===== config.mk =====
export PLATFORM = sky130hd
export DESIGN_NAME = cpu_priority_level_status
export DESIGN_NICKNAME = d
export VERILOG_FILES = /design/src/hdl/cpu_priority_level_pkg.sv /design/src/hdl/cpu_priority_level_status.sv /design/src/hdl/level_decode.sv
export SDC_FILE = /design/constraint.sdc
export NUM_CORES = 1
export LEC_CHECK = 0
export BUFFER_PORTS_ARGS = -buffer_cell sky130_fd_sc_hd__buf_4
export CORE_MARGIN = 4
export CORE_UTILIZATION = 60
export CTS_CLUSTER_DIAMETER = 80
export CTS_CLUSTER_SIZE = 10
export DETAILED_ROUTE_END_ITERATION = 8
export PLACE_DENSITY_LB_ADDON = 0.1
export SLEW_MARGIN = 10
export SYNTH_ARGS = -nofsm -noshare
export SYNTH_HDL_FRONTEND = slang
export SYNTH_SLANG_ARGS = --single-unit

===== constraint.sdc =====
create_clock -name ref_clk_in -period 1.6 [get_ports ref_clk_in]
set_input_delay 0.32 -clock ref_clk_in [delete_from_list [all_inputs] [get_ports ref_clk_in]]
set_output_delay 0.32 -clock ref_clk_in [all_outputs]
set_load 0.02 [all_outputs]

===== src/hdl/cpu_priority_level_pkg.sv =====
// Package: register map, field layout and types for the CPU priority level block
package cpu_priority_level_pkg;

  // ==========================================================================
  // Register offsets (word addresses on the plain register port)
  localparam logic [3:0] STATUS_OFFSET   = 4'h0;  // cpu_status_reg
  localparam logic [3:0] CORE_CTL_OFFSET = 4'h1;  // core_control_reg
  localparam logic [3:0] INT_CTL1_OFFSET = 4'h2;  // interrupt_control_reg1
  localparam logic [3:0] LEVEL_OFFSET    = 4'h3;  // effective level, read only

  // ==========================================================================
  // Field positions
  localparam int PRIO_LSB        = 5;   // cpu_status_reg[7:5]
  localparam int PRIO_MSB        = 7;
  localparam int CORE_HIGH_BIT   = 3;   // core_control_reg[3]
  localparam int NEST_DIS_BIT    = 15;  // interrupt_control_reg1[15]

  // ==========================================================================
  // Reset values and codes
  localparam logic [15:0] STATUS_RESET   = 16'h0000;
  localparam logic [15:0] CORE_CTL_RESET = 16'h0000;
  localparam logic [15:0] INT_CTL1_RESET = 16'h0000;
  localparam logic [2:0]  PRIO_TOP_CODE  = 3'h7;  // Blocks user interrupts

  // ==========================================================================
  // Types
  typedef struct packed {
    logic        wr;
    logic        rd;
    logic [3:0]  addr;
    logic [15:0] wdata;
  } reg_req_t;

  typedef struct packed {
    logic        high_bit;  // Extra high-order level bit
    logic [2:0]  field;     // Three-bit status field
  } level_t;

endpackage : cpu_priority_level_pkg


===== src/hdl/cpu_priority_level_status.sv =====
// Top: CPU status priority field, core control high bit, nesting disable and level decode
//
// Implementation choices: the register offsets and the strobed register port.
`timescale 1ns/1ps
// What this block does
// - The three-bit status field is binary, codes 000 to 111 giving levels 0 to 7 when the high bit is clear.
// - The effective level is the core control high bit placed above the field, so 8 to 15 when it is set.
// - Field code 111 means level 7 or 15 and no user interrupt is accepted.
// - A set high-order level bit disables all user interrupts whatever the field holds.
// - While nesting disable is set, software writes to the field are ignored and it reads as read-only.
module cpu_priority_level_status (
  // Clock and reset
  input  wire logic        ref_clk_in,
  input  wire logic        rstn_in,
  // Register port
  input  wire logic [3:0]  reg_addr_in,
  input  wire logic [15:0] reg_wdata_in,
  input  wire logic        reg_wr_in,
  input  wire logic        reg_rd_in,
  output logic [15:0]      reg_rdata_out,
  // Core side: level update from exception processing
  input  wire logic        core_level_load_in,
  input  wire logic [2:0]  core_level_in,
  // Decoded level
  output logic [3:0]       cpu_priority_level_out,
  output logic             user_irq_block_out,
  output logic             nesting_disable_out
);

  // ==========================================================================
  // Register map
  // Word addresses on the register port:
  //   0 cpu_status_reg, [7:5] priority field, the other bits plain storage
  //   1 core_control_reg, [3] extra high-order level bit, the other bits storage
  //   2 interrupt_control_reg1, [15] nesting disable, the other bits storage
  //   3 effective level, read only, [3:0] level and [4] user interrupt block
  // Other offsets read zero and drop writes. The port never stalls: a write
  // lands at its strobe edge and a read answers in the next cycle only.

  // ==========================================================================
  // Registers
  // Bus request and level carriers
  cpu_priority_level_pkg::reg_req_t req;
  cpu_priority_level_pkg::level_t   lvl;
  // Register state
  logic [15:0] status_q;
  logic [15:0] core_ctl_q;
  logic [15:0] int_ctl1_q;
  logic [15:0] rdata_q;
  // Decode results and write strobes
  logic [3:0]  level_w;
  logic        block_w;
  logic        wr_status;
  logic        nest_dis;

  assign req       = '{wr: reg_wr_in, rd: reg_rd_in, addr: reg_addr_in, wdata: reg_wdata_in};
  assign nest_dis  = int_ctl1_q[cpu_priority_level_pkg::NEST_DIS_BIT];
  assign wr_status = req.wr && (req.addr == cpu_priority_level_pkg::STATUS_OFFSET);

  // ==========================================================================
  // Status register; the field is locked against software under nesting disable.
  // The core's own level load still lands, since hardware must raise the level.
  // Bits outside the field are plain storage here and take every write whole.
  always_ff @(posedge ref_clk_in or negedge rstn_in) begin
    if (!rstn_in) begin
      status_q <= cpu_priority_level_pkg::STATUS_RESET;
    end else begin
      if (wr_status) begin
        status_q[cpu_priority_level_pkg::PRIO_LSB-1:0] <= req.wdata[cpu_priority_level_pkg::PRIO_LSB-1:0];
        status_q[15:cpu_priority_level_pkg::PRIO_MSB+1] <= req.wdata[15:cpu_priority_level_pkg::PRIO_MSB+1];
        if (!nest_dis) begin
          status_q[cpu_priority_level_pkg::PRIO_MSB:cpu_priority_level_pkg::PRIO_LSB] <=
            req.wdata[cpu_priority_level_pkg::PRIO_MSB:cpu_priority_level_pkg::PRIO_LSB];
        end
      end
      // Core update wins over a software write in the same cycle
      if (core_level_load_in) begin
        status_q[cpu_priority_level_pkg::PRIO_MSB:cpu_priority_level_pkg::PRIO_LSB] <= core_level_in;
      end
    end
  end

  // Core control register
  always_ff @(posedge ref_clk_in or negedge rstn_in) begin
    if (!rstn_in) begin
      core_ctl_q <= cpu_priority_level_pkg::CORE_CTL_RESET;
    end else if (req.wr && (req.addr == cpu_priority_level_pkg::CORE_CTL_OFFSET)) begin
      core_ctl_q <= req.wdata;
    end
  end

  // Interrupt control register 1
  always_ff @(posedge ref_clk_in or negedge rstn_in) begin
    if (!rstn_in) begin
      int_ctl1_q <= cpu_priority_level_pkg::INT_CTL1_RESET;
    end else if (req.wr && (req.addr == cpu_priority_level_pkg::INT_CTL1_OFFSET)) begin
      int_ctl1_q <= req.wdata;
    end
  end

  // ==========================================================================
  // Level decode
  assign lvl.high_bit = core_ctl_q[cpu_priority_level_pkg::CORE_HIGH_BIT];
  assign lvl.field    = status_q[cpu_priority_level_pkg::PRIO_MSB:cpu_priority_level_pkg::PRIO_LSB];

  level_decode u_decode (
    .lvl_in         (lvl),
    .level_out      (level_w),
    .user_block_out (block_w)
  );

  // ==========================================================================
  // Decoded outputs registered so they trail the registers by one cycle.
  // The extra cycle keeps them free of glitches when the field and the high
  // bit change in the same cycle; a user of the block must allow for it.
  always_ff @(posedge ref_clk_in or negedge rstn_in) begin
    if (!rstn_in) begin
      cpu_priority_level_out <= 4'h0;
      user_irq_block_out     <= 1'b0;
      nesting_disable_out    <= 1'b0;
    end else begin
      cpu_priority_level_out <= level_w;
      user_irq_block_out     <= block_w;
      nesting_disable_out    <= nest_dis;
    end
  end

  // ==========================================================================
  // Read data, one cycle after the strobe; unmapped reads return zero
  always_ff @(posedge ref_clk_in or negedge rstn_in) begin
    if (!rstn_in) begin
      rdata_q <= 16'h0000;
    end else if (req.rd) begin
      case (req.addr)
        cpu_priority_level_pkg::STATUS_OFFSET:   rdata_q <= status_q;
        cpu_priority_level_pkg::CORE_CTL_OFFSET: rdata_q <= core_ctl_q;
        cpu_priority_level_pkg::INT_CTL1_OFFSET: rdata_q <= int_ctl1_q;
        cpu_priority_level_pkg::LEVEL_OFFSET:    rdata_q <= {11'h000, block_w, level_w};
        default:                                 rdata_q <= 16'h0000;
      endcase
    end else begin
      rdata_q <= 16'h0000;
    end
  end
  assign reg_rdata_out = rdata_q;

  // ==========================================================================
  // Checks
  AST_FIELD_LOCKED: assert property (@(posedge ref_clk_in) disable iff (!rstn_in)
    (wr_status && nest_dis && !core_level_load_in) |=> $stable(lvl.field))
    else $error("Priority field changed while nesting disable set");

  AST_FIELD_WRITTEN: assert property (@(posedge ref_clk_in) disable iff (!rstn_in)
    (wr_status && !nest_dis && !core_level_load_in) |=> (lvl.field == $past(req.wdata[7:5])))
    else $error("Priority field write lost");

  AST_LEVEL_CONCAT: assert property (@(posedge ref_clk_in) disable iff (!rstn_in)
    ##1 1'b1 |-> (cpu_priority_level_out == {$past(lvl.high_bit), $past(lvl.field)}))
    else $error("Effective level not formed from high bit and field");

  AST_LOW_RANGE: assert property (@(posedge ref_clk_in) disable iff (!rstn_in)
    (!lvl.high_bit) |=> (cpu_priority_level_out <= 4'h7))
    else $error("Level above 7 with high bit clear");

  AST_HIGH_RANGE: assert property (@(posedge ref_clk_in) disable iff (!rstn_in)
    (lvl.high_bit) |=> (cpu_priority_level_out >= 4'h8))
    else $error("Level below 8 with high bit set");

  AST_TOP_BLOCKS: assert property (@(posedge ref_clk_in) disable iff (!rstn_in)
    (lvl.field == 3'h7) |=> user_irq_block_out)
    else $error("Top field code did not block user interrupts");

  AST_HIGH_BLOCKS: assert property (@(posedge ref_clk_in) disable iff (!rstn_in)
    (lvl.high_bit) |=> user_irq_block_out)
    else $error("High level bit did not block user interrupts");

  AST_NO_FALSE_BLOCK: assert property (@(posedge ref_clk_in) disable iff (!rstn_in)
    (!lvl.high_bit && lvl.field != 3'h7) |=> !user_irq_block_out)
    else $error("User interrupts blocked below top level");

  AST_TOP_LEVEL_VALUE: assert property (@(posedge ref_clk_in) disable iff (!rstn_in)
    (lvl.field == 3'h7) |=> (cpu_priority_level_out[2:0] == 3'h7))
    else $error("Top field code did not give level 7 or 15");

  AST_LOW_END: assert property (@(posedge ref_clk_in) disable iff (!rstn_in)
    (!lvl.high_bit && (lvl.field == 3'h0)) |=> (cpu_priority_level_out == 4'h0))
    else $error("Field code zero with high bit clear did not give level 0");

  AST_HIGH_END: assert property (@(posedge ref_clk_in) disable iff (!rstn_in)
    (lvl.high_bit && (lvl.field == 3'h0)) |=> (cpu_priority_level_out == 4'h8))
    else $error("Field code zero with high bit set did not give level 8");

  // ==========================================================================
  // Checks on writes, the core load and the nesting control
  AST_CORE_LOAD_WINS: assert property (@(posedge ref_clk_in) disable iff (!rstn_in)
    core_level_load_in |=> (lvl.field == $past(core_level_in)))
    else $error("Core level load did not land in the priority field");

  AST_OTHER_BITS_WRITTEN: assert property (@(posedge ref_clk_in) disable iff (!rstn_in)
    wr_status |=> ((status_q[4:0] == $past(req.wdata[4:0])) && (status_q[15:8] == $past(req.wdata[15:8]))))
    else $error("Status bits outside the field lost a write");

  AST_FIELD_HOLDS: assert property (@(posedge ref_clk_in) disable iff (!rstn_in)
    (!wr_status && !core_level_load_in) |=> $stable(lvl.field))
    else $error("Priority field changed with no write and no core load");

  AST_HIGH_BIT_WRITTEN: assert property (@(posedge ref_clk_in) disable iff (!rstn_in)
    (req.wr && (req.addr == cpu_priority_level_pkg::CORE_CTL_OFFSET)) |=>
      (lvl.high_bit == $past(req.wdata[cpu_priority_level_pkg::CORE_HIGH_BIT])))
    else $error("High-order level bit did not follow a core control write");

  AST_NEST_FOLLOWS: assert property (@(posedge ref_clk_in) disable iff (!rstn_in)
    1'b1 |=> (nesting_disable_out == $past(nest_dis)))
    else $error("Nesting disable output does not follow its control bit");

  // ==========================================================================
  // Checks on the read port
  AST_READ_STATUS: assert property (@(posedge ref_clk_in) disable iff (!rstn_in)
    (req.rd && (req.addr == cpu_priority_level_pkg::STATUS_OFFSET)) |=>
      (reg_rdata_out == $past(status_q)))
    else $error("Status read did not return the register");

  AST_READ_LEVEL: assert property (@(posedge ref_clk_in) disable iff (!rstn_in)
    (req.rd && (req.addr == cpu_priority_level_pkg::LEVEL_OFFSET)) |=>
      ((reg_rdata_out[3:0] == cpu_priority_level_out) && (reg_rdata_out[4] == user_irq_block_out)
       && (reg_rdata_out[15:5] == 11'h000)))
    else $error("Level read disagrees with the decoded outputs");

endmodule : cpu_priority_level_status


===== src/hdl/level_decode.sv =====
// Leaf: forms the four-bit level and the user interrupt block flag
`timescale 1ns/1ps
module level_decode (
  // Level inputs
  input  wire cpu_priority_level_pkg::level_t lvl_in,
  // Decoded outputs
  output logic [3:0]                          level_out,
  output logic                                user_block_out
);

  // Concatenate high-order bit above the field
  assign level_out      = {lvl_in.high_bit, lvl_in.field};
  // Top field code or high-order bit blocks user interrupts
  assign user_block_out = (lvl_in.field == cpu_priority_level_pkg::PRIO_TOP_CODE)
                          | lvl_in.high_bit;

endmodule : level_decode


# --- Word level (Yosys, flattened, before mapping) ---
# Cells that the tools add are included.
# W data, S select, Z words.
word_totals:
  output_inout_bits: 22
  elab_cells: 25
  regBits: 70
  inputBits: 28
op_classes:
  n_mux: 5
  reduce_logical: 6
  n_bitwise: 1
  eq_ne: 5
op_table:
  columns: ["cell", "count"]
  rows:
  - ["$pmux W16 S4", 1]
  - ["$mux W16", 1]
  - ["$eq A4 B2 Y1 const B", 2]
  - ["$mux W8", 1]
  - ["$mux W3", 2]
  - ["$eq A4 B1 Y1 const B", 1]
  - ["$logic_not A4 Y1", 1]
  - ["$eq A3 B3 Y1 const B", 1]
  - ["$logic_and A1 B1 Y1", 3]
  - ["$ne A2 B2 Y1 const B", 1]
  - ["$reduce_and A2 Y1", 1]
  - ["$reduce_bool A2 Y1", 1]
  - ["$or A1 B1 Y1", 1]

# --- Logic depth before layout (Yosys ltp) ---
# Gate-level depths: netlist of the first run.
logic_depth:
  depth_word: 4
  mapped_depth: 6
  mapped_depth_nobuf: 3

# --- Cells and area by module ---
# A second synthesis of the first run with hierarchy kept.
hier_totals:
  cells_unflattened: 206
  hier_area_um2: 3005.4
modules_own_cells:
  columns: ["module", "area_per_inst_um2", "n_inst", "seq_area_each_um2", "cells_per_inst"]
  rows:
  - ["cpu_priority_level_status", 2966.6, 1, 1751.7, 201]
  - ["level_decode", 38.8, 1, 0.0, 5]

# --- Worst setup path after synthesis of the first run ---
# No wires, ideal clock.
synth_path:
  path_kind: "input port to flip-flop"
  start: "input port reg_addr_in[1]"
  end: "register status_q[10]"
  arrival_ns: 1.579
  required_ns: 1.475
  stages: 5
  path_slack_ns: -0.104
  setup_time_ns: 0.125
  path_buffers: 2
  cell_sequence: "buf_6 > or4b_4 > nor2_8 > buf_12 > mux2_4"
synth_between:
  elab_chain_cells: 2
synth_lines:
  columns: ["element", "line", "rtl"]
  rows:
  - ["from (decl)", "cpu_priority_level_status.sv:16", "input wire logic [3:0] reg_addr_in,"]
  - ["$logic_not A4 Y1", "cpu_priority_level_status.sv:58", "assign wr_status = req.wr && (req.addr == cpu_priority_level_pkg::STATUS_OFFSET);"]
  - ["$logic_and A1 B1 Y1", "cpu_priority_level_status.sv:58", null]
  - ["to (signal assigned)", "cpu_priority_level_status.sv:66", "status_q <= cpu_priority_level_pkg::STATUS_RESET;"]
  - ["to (signal, indexed assignment)", "cpu_priority_level_status.sv:69", "status_q[cpu_priority_level_pkg::PRIO_LSB-1:0] <= req.wdata[cpu_priority_level_pkg::PRIO_LSB-1:0];"]
  - ["to (signal, indexed assignment)", "cpu_priority_level_status.sv:70", "status_q[15:cpu_priority_level_pkg::PRIO_MSB+1] <= req.wdata[15:cpu_priority_level_pkg::PRIO_MSB+1];"]
  - ["to (decl)", "cpu_priority_level_status.sv:46", "logic [15:0] status_q;"]
# Every way passes these cells.
# A chain may end at the register's enable or synchronous reset.

# --- Worst setup path after layout of the first run ---
layout_path:
  start: "input port reg_addr_in[2]"
  end: "register status_q[13]"
# Same word-level chain as after synthesis.

==> results.yml, run 1 <==
sta:
  fin_skew_ns: 0.00948
  rsz0062_at_grt: "no"
  slew_headroom_pct: 70.3
  fin_crit_ns: 1.43
  tightest_slew_ns: 0.446
  maxSlewViolCount: 0
  max_freq_mhz: 701
  whs_ns: 0.231
  setup_viol: 0
  hold_viol: 0
  min_period_over_period_pct: 89.2
die:
  start_util_pct: 63.1
  num_rows: 25
  die_x_um: 79.2
  coreArea_mm2: 0.00482
  fp.dieH_um: 79.2
  die_area_mm2: 0.00627
  boundaryPins: 50
global_routing:
  grt.total_usage_pct: 22.2
  first_global_vias: 2125
  grt.overflow.total: 0
  antenna_found_initial: 0
  grt_pass1_wl_um: 10500
  grt_max_degree: 36
synth:
  seq_area_frac_synth_pct: 57.7
  synth_xor_area_share_pct: 0
  synth-compound-area-share_pct: 4.65
  synth_cell_types: 29
  synth_seq_cells: 70
  synth-adder-area-share_pct: 0
  ys.warnings.count: 0
  syn_area_mm2: 0.00304
  syn_avg_cell_area_um2: 14.0
  synth_nets: 245
  synthSimpleGateAreaFrac_pct: 8.94
  synth_mux_area_share_pct: 25.8
  syn_inst: 217
  synth_top_family_by_area: "multiplexers"
power_and_ir_drop:
  power_density_mw_per_mm2: 1140
  p_leak_nw: 1.85
  ir_drop_mv: 0.784
min_path:
  holdPathStages: 2
  min_to: "int_ctl1_q[11]"
  hold_start: "reg_wdata_in[11]"
  hp-class: "input port to flop"
setup_path:
  rrSetupSlack_ns: 0.43
  arrival_ns: 1.65
  required_ns: 1.82
  cp_max_fo: 8
  regToRegStartpoint: "status_q[7]"
  timing.rr.end: "reg_rdata_out[4]"
  startpoint_type: "input port"
  reg2regPathDepth: 3
  crit_type: "input port to flop"
  cp-end-kind: "flop"
flow_run:
  drv_cap: 0
clock_tree:
  cts_resized: 0
  holdBufCountCts: 1
  cts_inserted_buffers: 9
  cts.clk_slew.worst_paths_ns: 0.07
  cts_htree_levels: 3
  postCtsSetupBuffers: 0
  cts_sinks: 70
  root_buffer: "clkbuf_8"
  clockBufferDepth: 2
  cts_tree: "done"
  clk_latency_ns: 0.34
route:
  post-route-drc-count: 0
  drt-initial-drc-count: 83
  finalWirelength_um: 6330
  avgViaCountPerCell: 5.48
  dr.pass1.iters: 4
  wl_per_cell_um: 17.8
  antenna_left: 0
  vias: 1951
place:
  dp.cells: 340
  routabilityCongestion: 0.789
  dp_hpwl_um: 4450
  io_buffers: 49
layout:
  layout.nets: 313
  mostFrequentLayoutCell: "dfrtp_1"
  diodes: 0
  fin_cells: 356
  mostFrequentLayoutCells: "dfrtp_1, buf_4, mux2_2, mux2_4, mux2i_1"
  area_growth_pct: 24.3
  drive_gt1_share_pct: 49.8
status:
  status: "finished clean"
==> how the worst max path moves through the flow <==
stage / start / endpoint / slack, ns / cells after the start
finish: reg_addr_in[2] / status_q[13] / 0.17 / 5
floorplan: reg_addr_in[1] / status_q[10] / -0.07 / 5
CTS: reg_addr_in[2] / status_q[13] / 0.18 / 5
global placement: reg_addr_in[2] / status_q[10] / -0.15 / 5
global route: reg_addr_in[2] / status_q[0] / 0.16 / 5
detailed placement: reg_addr_in[2] / status_q[13] / -0.18 / 5
==> critical path, stage by stage <==
cell	delay [ns]
buf_4	0.12
or4b_4	0.58
nor2_8	0.17
buf_12	0.15
mux2_4	0.30
==> sequential cells by signal, summed over array words and instances, names as in the netlist <==
signal	cells
core_ctl_q	16
int_ctl1_q	16
reg_rdata_out	16
status_q	16
cpu_priority_level_out	4
nesting_disable_out	1
user_irq_block_out	1
==> kinds of logic after synthesis <==
family | count (synthesis)
AO/OA/AOI/OAI | 23
multiplexers | 65
buffers and inverters | 14
flip-flops | 70
AND/OR/NAND/NOR | 45
==> stage by stage <==
step | power, mW | setup TNS (ns) | util [%] | setup slack, ns | cell area (um^2)
2_1_floorplan | 2.78 | -0.750 | - | -0.0750 | 3040
3_3_place_gp | 3.04 | -2.65 | 74.7 | -0.154 | 3600
3_5_place_dp | 3.09 | -3.64 | 74.7 | -0.181 | 3600
4_1_cts | 4.35 | 0 | 78.4 | 0.176 | 3780
5_1_grt | 4.52 | 0 | 78.4 | 0.162 | 3780
6_report | 4.32 | 0 | 78.4 | 0.172 | 3780
==> layer usage <==
metal	part of all wire, %	vias to the layer above	GRT usage [%]
li1	-	890	-
met1	43	991	27.9
met2	50	56	37.0
met3	5.1	14	6.24
met4	1.4	0	7.90
met5	0	-	0
==> synthesized netlist by cell type <==
| master | instances | area (um^2) |
|---|---|---|
| nor2_8 | 1 | 20.0 |
| mux2_2 | 26 | 293 |
| a2bb2oi_1 | 1 | 8.76 |
| o22a_1 | 3 | 26.3 |
| a31o_2 | 1 | 8.76 |
| buf_12 | 1 | 20.0 |
| nand2_2 | 1 | 6.26 |
| nor2b_1 | 1 | 6.26 |
| clkbuf_1 | 4 | 15.0 |
| or3_1 | 2 | 12.5 |
| or2_2 | 12 | 75.1 |
| or3b_2 | 1 | 8.76 |
| or4b_4 | 1 | 13.8 |
| buf_2 | 5 | 25.0 |
| o41ai_1 | 1 | 8.76 |
| or3b_1 | 1 | 8.76 |
| inv_1 | 2 | 7.51 |
| nor4b_4 | 1 | 23.8 |
| mux2_4 | 20 | 300 |
| o21ai_0 | 3 | 15.0 |
| dfrtp_1 | 70 | 1750 |
| buf_6 | 2 | 22.5 |
| nor2_1 | 9 | 33.8 |
| mux2i_1 | 19 | 190 |
| or4_1 | 1 | 7.51 |
| nand3_1 | 2 | 10.0 |
| a21oi_1 | 11 | 55.1 |
| a31oi_1 | 3 | 18.8 |
| nand2_1 | 12 | 45.0 |
==> report_power, final <==
| part | internal (mW) | switching, mW |
|---|---|---|
| combinational | 0.491 | 0.316 |
| sequential | 2.08 | 0.184 |
| clock | 0.639 | 0.609 |
| total | 3.21 | 1.11 |
==> layout make-up <==
cell class / count / area (um^2)
Fill cell: 334 / 1040
Sequential cell: 70 / 1750
Clock buffer: 14 / 163
Tap cell: 67 / 83.8
Clock inverter: 1 / 5.00
Inverter: 2 / 7.51
Timing Repair Buffer: 69 / 571
Multi-Input combinational cell: 133 / 1200
Power figures use the tool's default switching activity.
==> inputs of run 2 (changes only) <==
--- a/config.mk
+++ b/config.mk
@@ -8,5 +8,5 @@
 export BUFFER_PORTS_ARGS = -buffer_cell sky130_fd_sc_hd__buf_4
 export CORE_MARGIN = 4
-export CORE_UTILIZATION = 60
+export CORE_UTILIZATION = 56
 export CTS_CLUSTER_DIAMETER = 80
 export CTS_CLUSTER_SIZE = 10
==> constraint.sdc (replaced) <==
create_clock -name ref_clk_in -period 1.5 [get_ports ref_clk_in]
set_input_delay 0.3 -clock ref_clk_in [delete_from_list [all_inputs] [get_ports ref_clk_in]]
set_output_delay 0.3 -clock ref_clk_in [all_outputs]
set_load 0.005 [all_outputs]
==> run 2 against run 1 <==
Compared with the run above:
- global-route usage fell by 2.5 points
- count of clock-buffer cells in the layout fell by 5
- critical path depth did not move
- die area rose by 6.4%
- total power rose by 12%
- worst hold slack got worse by 0.016 ns
- core utilization fell by 4.1 points
- critical path type unchanged
- final area rose by 1.8%
- combinational power fell by 0.9%
==> results.yml, run 2 (synthesized netlist as in run 1, its figures left out) <==
status:
  status: "finished clean"
clock_tree:
  cts.clk_slew.worst_paths_ns: 0.07
  cts_sinks: 70
  root_buffer: "clkbuf_8"
  cts_resized: 0
  clockBufferDepth: 2
  cts_inserted_buffers: 9
  cts_tree: "done"
  cts_htree_levels: 3
  clk_latency_ns: 0.33
setup_path:
  slowest_stage: "or4b_4"
  cp_max_fo: 8
  path_cells: "buf_4 > or4b_4 > nor2_8 > buf_12 > mux2_2"
  crit_start: "reg_addr_in[2]"
  required_ns: 1.72
  regToRegStartpoint: "status_q[6]"
  max_stage_delay_ns: 0.58
  arrival_ns: 1.63
  startpoint_type: "input port"
  crit_type: "input port to flop"
  cp-end-kind: "flop"
die:
  die_area_mm2: 0.00667
  die_x_um: 81.7
  coreArea_mm2: 0.00517
  boundaryPins: 50
  start_util_pct: 58.7
  num_rows: 26
  fp.dieH_um: 81.7
sta:
  setup_viol: 0
  min_period_over_period_pct: 93.8
  max_freq_mhz: 711
  tightest_slew_ns: 0.366
  slew_headroom_pct: 75.6
  tns_ns: 0
  fin_skew_ns: 0.00770
  fin_crit_ns: 1.41
  whs_ns: 0.216
  rsz0062_at_grt: "no"
  maxSlewViolCount: 0
  hold_viol: 0
global_routing:
  grt_pass1_wl_um: 9760
  grt.overflow.total: 0
  first_global_vias: 1973
  grt_max_degree: 71
  grt.total_usage_pct: 19.8
  antenna_found_initial: 0
power_and_ir_drop:
  ir_drop_mv: 0.830
  p_sw_mw: 1.18
  p_leak_nw: 1.87
  combinationalPowerShare_pct: 16.5
  power.internal_mw: 3.68
  power_mw: 4.85
  p_clk_share_pct: 34.0
  power.share.sequential_pct: 49.5
  power_density_mw_per_mm2: 1260
  switching_share_pct: 24.3
route:
  antenna_left: 0
  finalWirelength_um: 5910
  dr.pass1.iters: 4
  wl_per_cell_um: 16.4
  vias: 1894
  drt-initial-drc-count: 91
  avgViaCountPerCell: 5.26
  post-route-drc-count: 0
min_path:
  hold_start: "reg_wdata_in[4]"
  hp-class: "input port to flop"
layout:
  mostFrequentLayoutCell: "dfrtp_1"
  area_growth_pct: 26.6
  final.fill_count: 333
  layout.nets: 313
  final_cell_area_mm2: 0.00385
  drive_gt1_share_pct: 51.0
  register_area_mm2: 0.00175
  mostFrequentLayoutCells: "dfrtp_1, buf_4, mux2_2, mux2_4, mux2i_1"
  diodes: 0
  post-route-util_pct: 74.4
  multi_input_area_mm2: 0.00120
place:
  dp_hpwl_um: 4050
  io_buffers: 49
  routabilityCongestion: 0.791
  placed_area_mm2: 0.00362
flow_run:
  drv_cap: 0
==> run 2: changes by cell type in the layout (fill, tap and decap cells not counted), sizes merged <==
cell / delta
clkbuf: -5
clkinvlp: +3
bufinv: +2
inv: +1
==> run 2: cell type report <==
type / instances / area share [%]
clock buffers: 9 / 3.22
flip-flops and latches: 70 / 45.5
repair buffers: 69 / 15.2
inverters: 2 / 0.195
clock inverters: 7 / 2.50
multi-input cells: 133 / 31.1
well taps: 70 / 2.28
==> run 2: what timing repair did <==
item,4_1_cts,5_1_grt
endpoints found under the hold margin,70,0
hold buffers,1,0
setup buffers,0,0
==> run 2: critical path: cells and delay by family <==
kind	cells	cell delay, ns
buffers and inverters	2	0.25
AND/OR/NAND/NOR	2	0.74
multiplexers	1	0.33
==> run 2: worst paths after layout <==
kind | end | slack (ns) | cells after the start
max in group asynchronous | int_ctl1_q[14] | 0.70 | 3
hold reg to reg | nesting_disable_out | 0.46 | 0
setup / recovery | status_q[0] | 0.09 | 5
hold / removal | status_q[4] | 0.22 | 2
min in group asynchronous | nesting_disable_out | 0.50 | 3
setup reg to reg | reg_rdata_out[4] | 0.28 | 3
==> run 2: layer usage <==
metal  track usage, %  routed length, um  vias up
met1             26.4               2630      941
met4             8.97                117        0
met5                0                  0        -
met2             31.7               2910       39
met3             3.51                244       13
li1                 -                  -      901
==> run 2: power by group through the flow <==
stage / clock [mW] / combinational [mW] / sequential, mW
floorplan: 0 / 0.539 / 2.38
global placement: 0 / 0.778 / 2.43
detailed placement: 0 / 0.805 / 2.44
CTS: 1.68 / 0.814 / 2.40
global route: 1.78 / 0.884 / 2.44
finish: 1.65 / 0.800 / 2.40
==> run 2: stage by stage <==
step | std cells | setup WS, ns
2_1_floorplan | 217 | -0.155
3_3_place_gp | 343 | -0.236
3_5_place_dp | 343 | -0.246
4_1_cts | 360 | 0.103
5_1_grt | 360 | 0.0967
6_report | 360 | 0.0926
==> inputs of run 3 (changes only) <==
CORE_ASPECT_RATIO = 1.4   (was not set)
CORE_MARGIN = not set   (was 4)
SLEW_MARGIN = not set   (was 10)
==> run 3 against run 2 <==
Compared with the run above:
- final cell count shrank 0.28%
- core utilization decreased by 0.91 points
- die area decreased by 14%
- highest routed layer unchanged
- non-clock buffer count rose by 4
- sequential share of layout area is 0.34 points higher
- critical path type unchanged
- clock power decreased by 20%
- critical endpoint is now status_q[3]
- wire length rose by 4.3%
- register-to-register slack better by 0.06 ns
==> results.yml, run 3 (synthesized netlist as in run 1, its figures left out) <==
status:
  status: "finished clean"
setup_path:
  cp_num_buf_inv: 2
  startpoint_type: "input port"
  crit_path_end: "status_q[3]"
  crit_start: "reg_addr_in[2]"
  reg2regPathDepth: 3
  slowest_stage: "or4b_4"
  crit_type: "input port to flop"
  critPathTopFamily: "simple AND/OR/NAND/NOR gates"
  timing.rr.end: "reg_rdata_out[4]"
  arrival_ns: 1.62
  max_stage_delay_ns: 0.57
  path_cells: "buf_4 > or4b_4 > nor2_8 > buf_4 > mux2_4"
  cp-end-kind: "flop"
  crit_path_frequent_cell: "buf_4"
  rrSetupSlack_ns: 0.34
  crit_cells: 5
  cp_max_fo: 5
  regToRegStartpoint: "status_q[5]"
  required_ns: 1.72
global_routing:
  grt_max_degree: 26
  grt_pass1_wl_um: 10100
  antenna_found_initial: 0
  first_global_vias: 2059
  grt.overflow.total: 0
  grt.total_usage_pct: 24.3
power_and_ir_drop:
  power_mw: 4.54
  p_leak_nw: 1.87
  power_density_mw_per_mm2: 1190
  ir_drop_mv: 0.882
clock_tree:
  cts_inserted_buffers: 9
  cts_sinks: 70
  clk_latency_ns: 0.34
  postCtsSetupBuffers: 0
  cts_htree_levels: 3
  root_buffer: "clkbuf_8"
  cts_resized: 0
  clockBufferDepth: 2
  cts_tree: "done"
  cts.clk_slew.worst_paths_ns: 0.08
sta:
  fin_crit_ns: 1.41
  slew_headroom_pct: 77.1
  tns_ns: 0
  setup_viol: 0
  fin_ws_ns: 0.0937
  hold_viol: 0
  maxSlewViolCount: 0
  min_period_over_period_pct: 93.8
  tightest_slew_ns: 0.343
  whs_ns: 0.206
  fin_skew_ns: 0.00771
  rsz0062_at_grt: "no"
  max_freq_mhz: 711
layout:
  mostFrequentLayoutCell: "dfrtp_1"
  final.fill_count: 373
  area_growth_pct: 25.7
  post-route-util_pct: 73.4
  mostFrequentLayoutCells: "dfrtp_1, buf_4, mux2_2, mux2_4, mux2i_1"
  diodes: 0
  layout.nets: 317
  final_cell_area_mm2: 0.00382
  fin_cells: 359
  drive_gt1_share_pct: 50.9
  register_area_mm2: 0.00175
  multi_input_area_mm2: 0.00120
route:
  drt-initial-drc-count: 76
  finalWirelength_um: 6160
  post-route-drc-count: 0
  avgViaCountPerCell: 5.35
  antenna_left: 0
  dr.pass1.iters: 5
  vias: 1919
  wl_per_cell_um: 17.2
die:
  num_rows: 31
  die_area_mm2: 0.00573
  fp.dieH_um: 89.1
  coreArea_mm2: 0.00520
  start_util_pct: 58.4
  die_x_um: 64.3
  boundaryPins: 50
place:
  placed_area_mm2: 0.00364
  dp_hpwl_um: 4300
  routabilityCongestion: 0.741
  preCtsSetupSlack_ns: -0.257
  io_buffers: 49
  dp.cells: 343
flow_run:
  drv_cap: 0
min_path:
  hp-class: "input port to flop"
run 3: changes by cell type in the layout (fill, tap and decap cells not counted):
cell and delta:
clkbuf_8 +1, clkbuf_1 +2, inv_6 -1, clkinvlp_4 -2, buf_4 +4, clkinv_4 +1
bufinv_16 -2
run 3: routing by layer:
| metal | track usage, % | share of wire, % | up-vias |
|---|---|---|---|
| li1 | - | - | 903 |
| met1 | 30.2 | 42 | 944 |
| met2 | 41.5 | 52 | 61 |
| met3 | 5.23 | 4.6 | 11 |
| met4 | 9.90 | 1.1 | 0 |
| met5 | 0 | 0 | - |
run 3: report_power, final:
group | total (mW) | switching, mW | internal, mW
sequential | 2.40 | 0.187 | 2.22
clock | 1.32 | 0.679 | 0.638
combinational | 0.824 | 0.290 | 0.534
run 3: cell type report:
cell class | count | area share, %
Sequential cell | 70 | 45.9
Multi-Input combinational cell | 133 | 31.3
Timing Repair Buffer | 73 | 16.1
Clock buffer | 12 | 3.80
Tap cell | 66 | 2.16
Clock inverter | 3 | 0.557
Inverter | 2 | 0.197
run 3: worst min-delay path by stage:
stage | start | end | slack (ns) | cells after the start
floorplan | rstn_in | core_ctl_q[0] | 0.004 | 0
global placement | rstn_in | reg_rdata_out[9] | 0.22 | 1
detailed placement | rstn_in | reg_rdata_out[9] | 0.22 | 1
CTS | reg_wdata_in[4] | status_q[4] | 0.20 | 2
global route | reg_wdata_in[4] | status_q[4] | 0.20 | 2
finish | reg_wdata_in[4] | status_q[4] | 0.21 | 2
run 3: timing repair:
action | in CTS | in global routing
hold buffers | 1 | 0
hold endpoints to repair | 21 | 0
setup endpoints to repair | 0 | 0
run 3: worst reg2reg max path, delay by kind of cell (launching register included):
family             cells  cell delay (ns)
and+or+nand+nor        1             0.05
AOI/OAI and AO/OA      2             0.55
DFF                    1             0.45
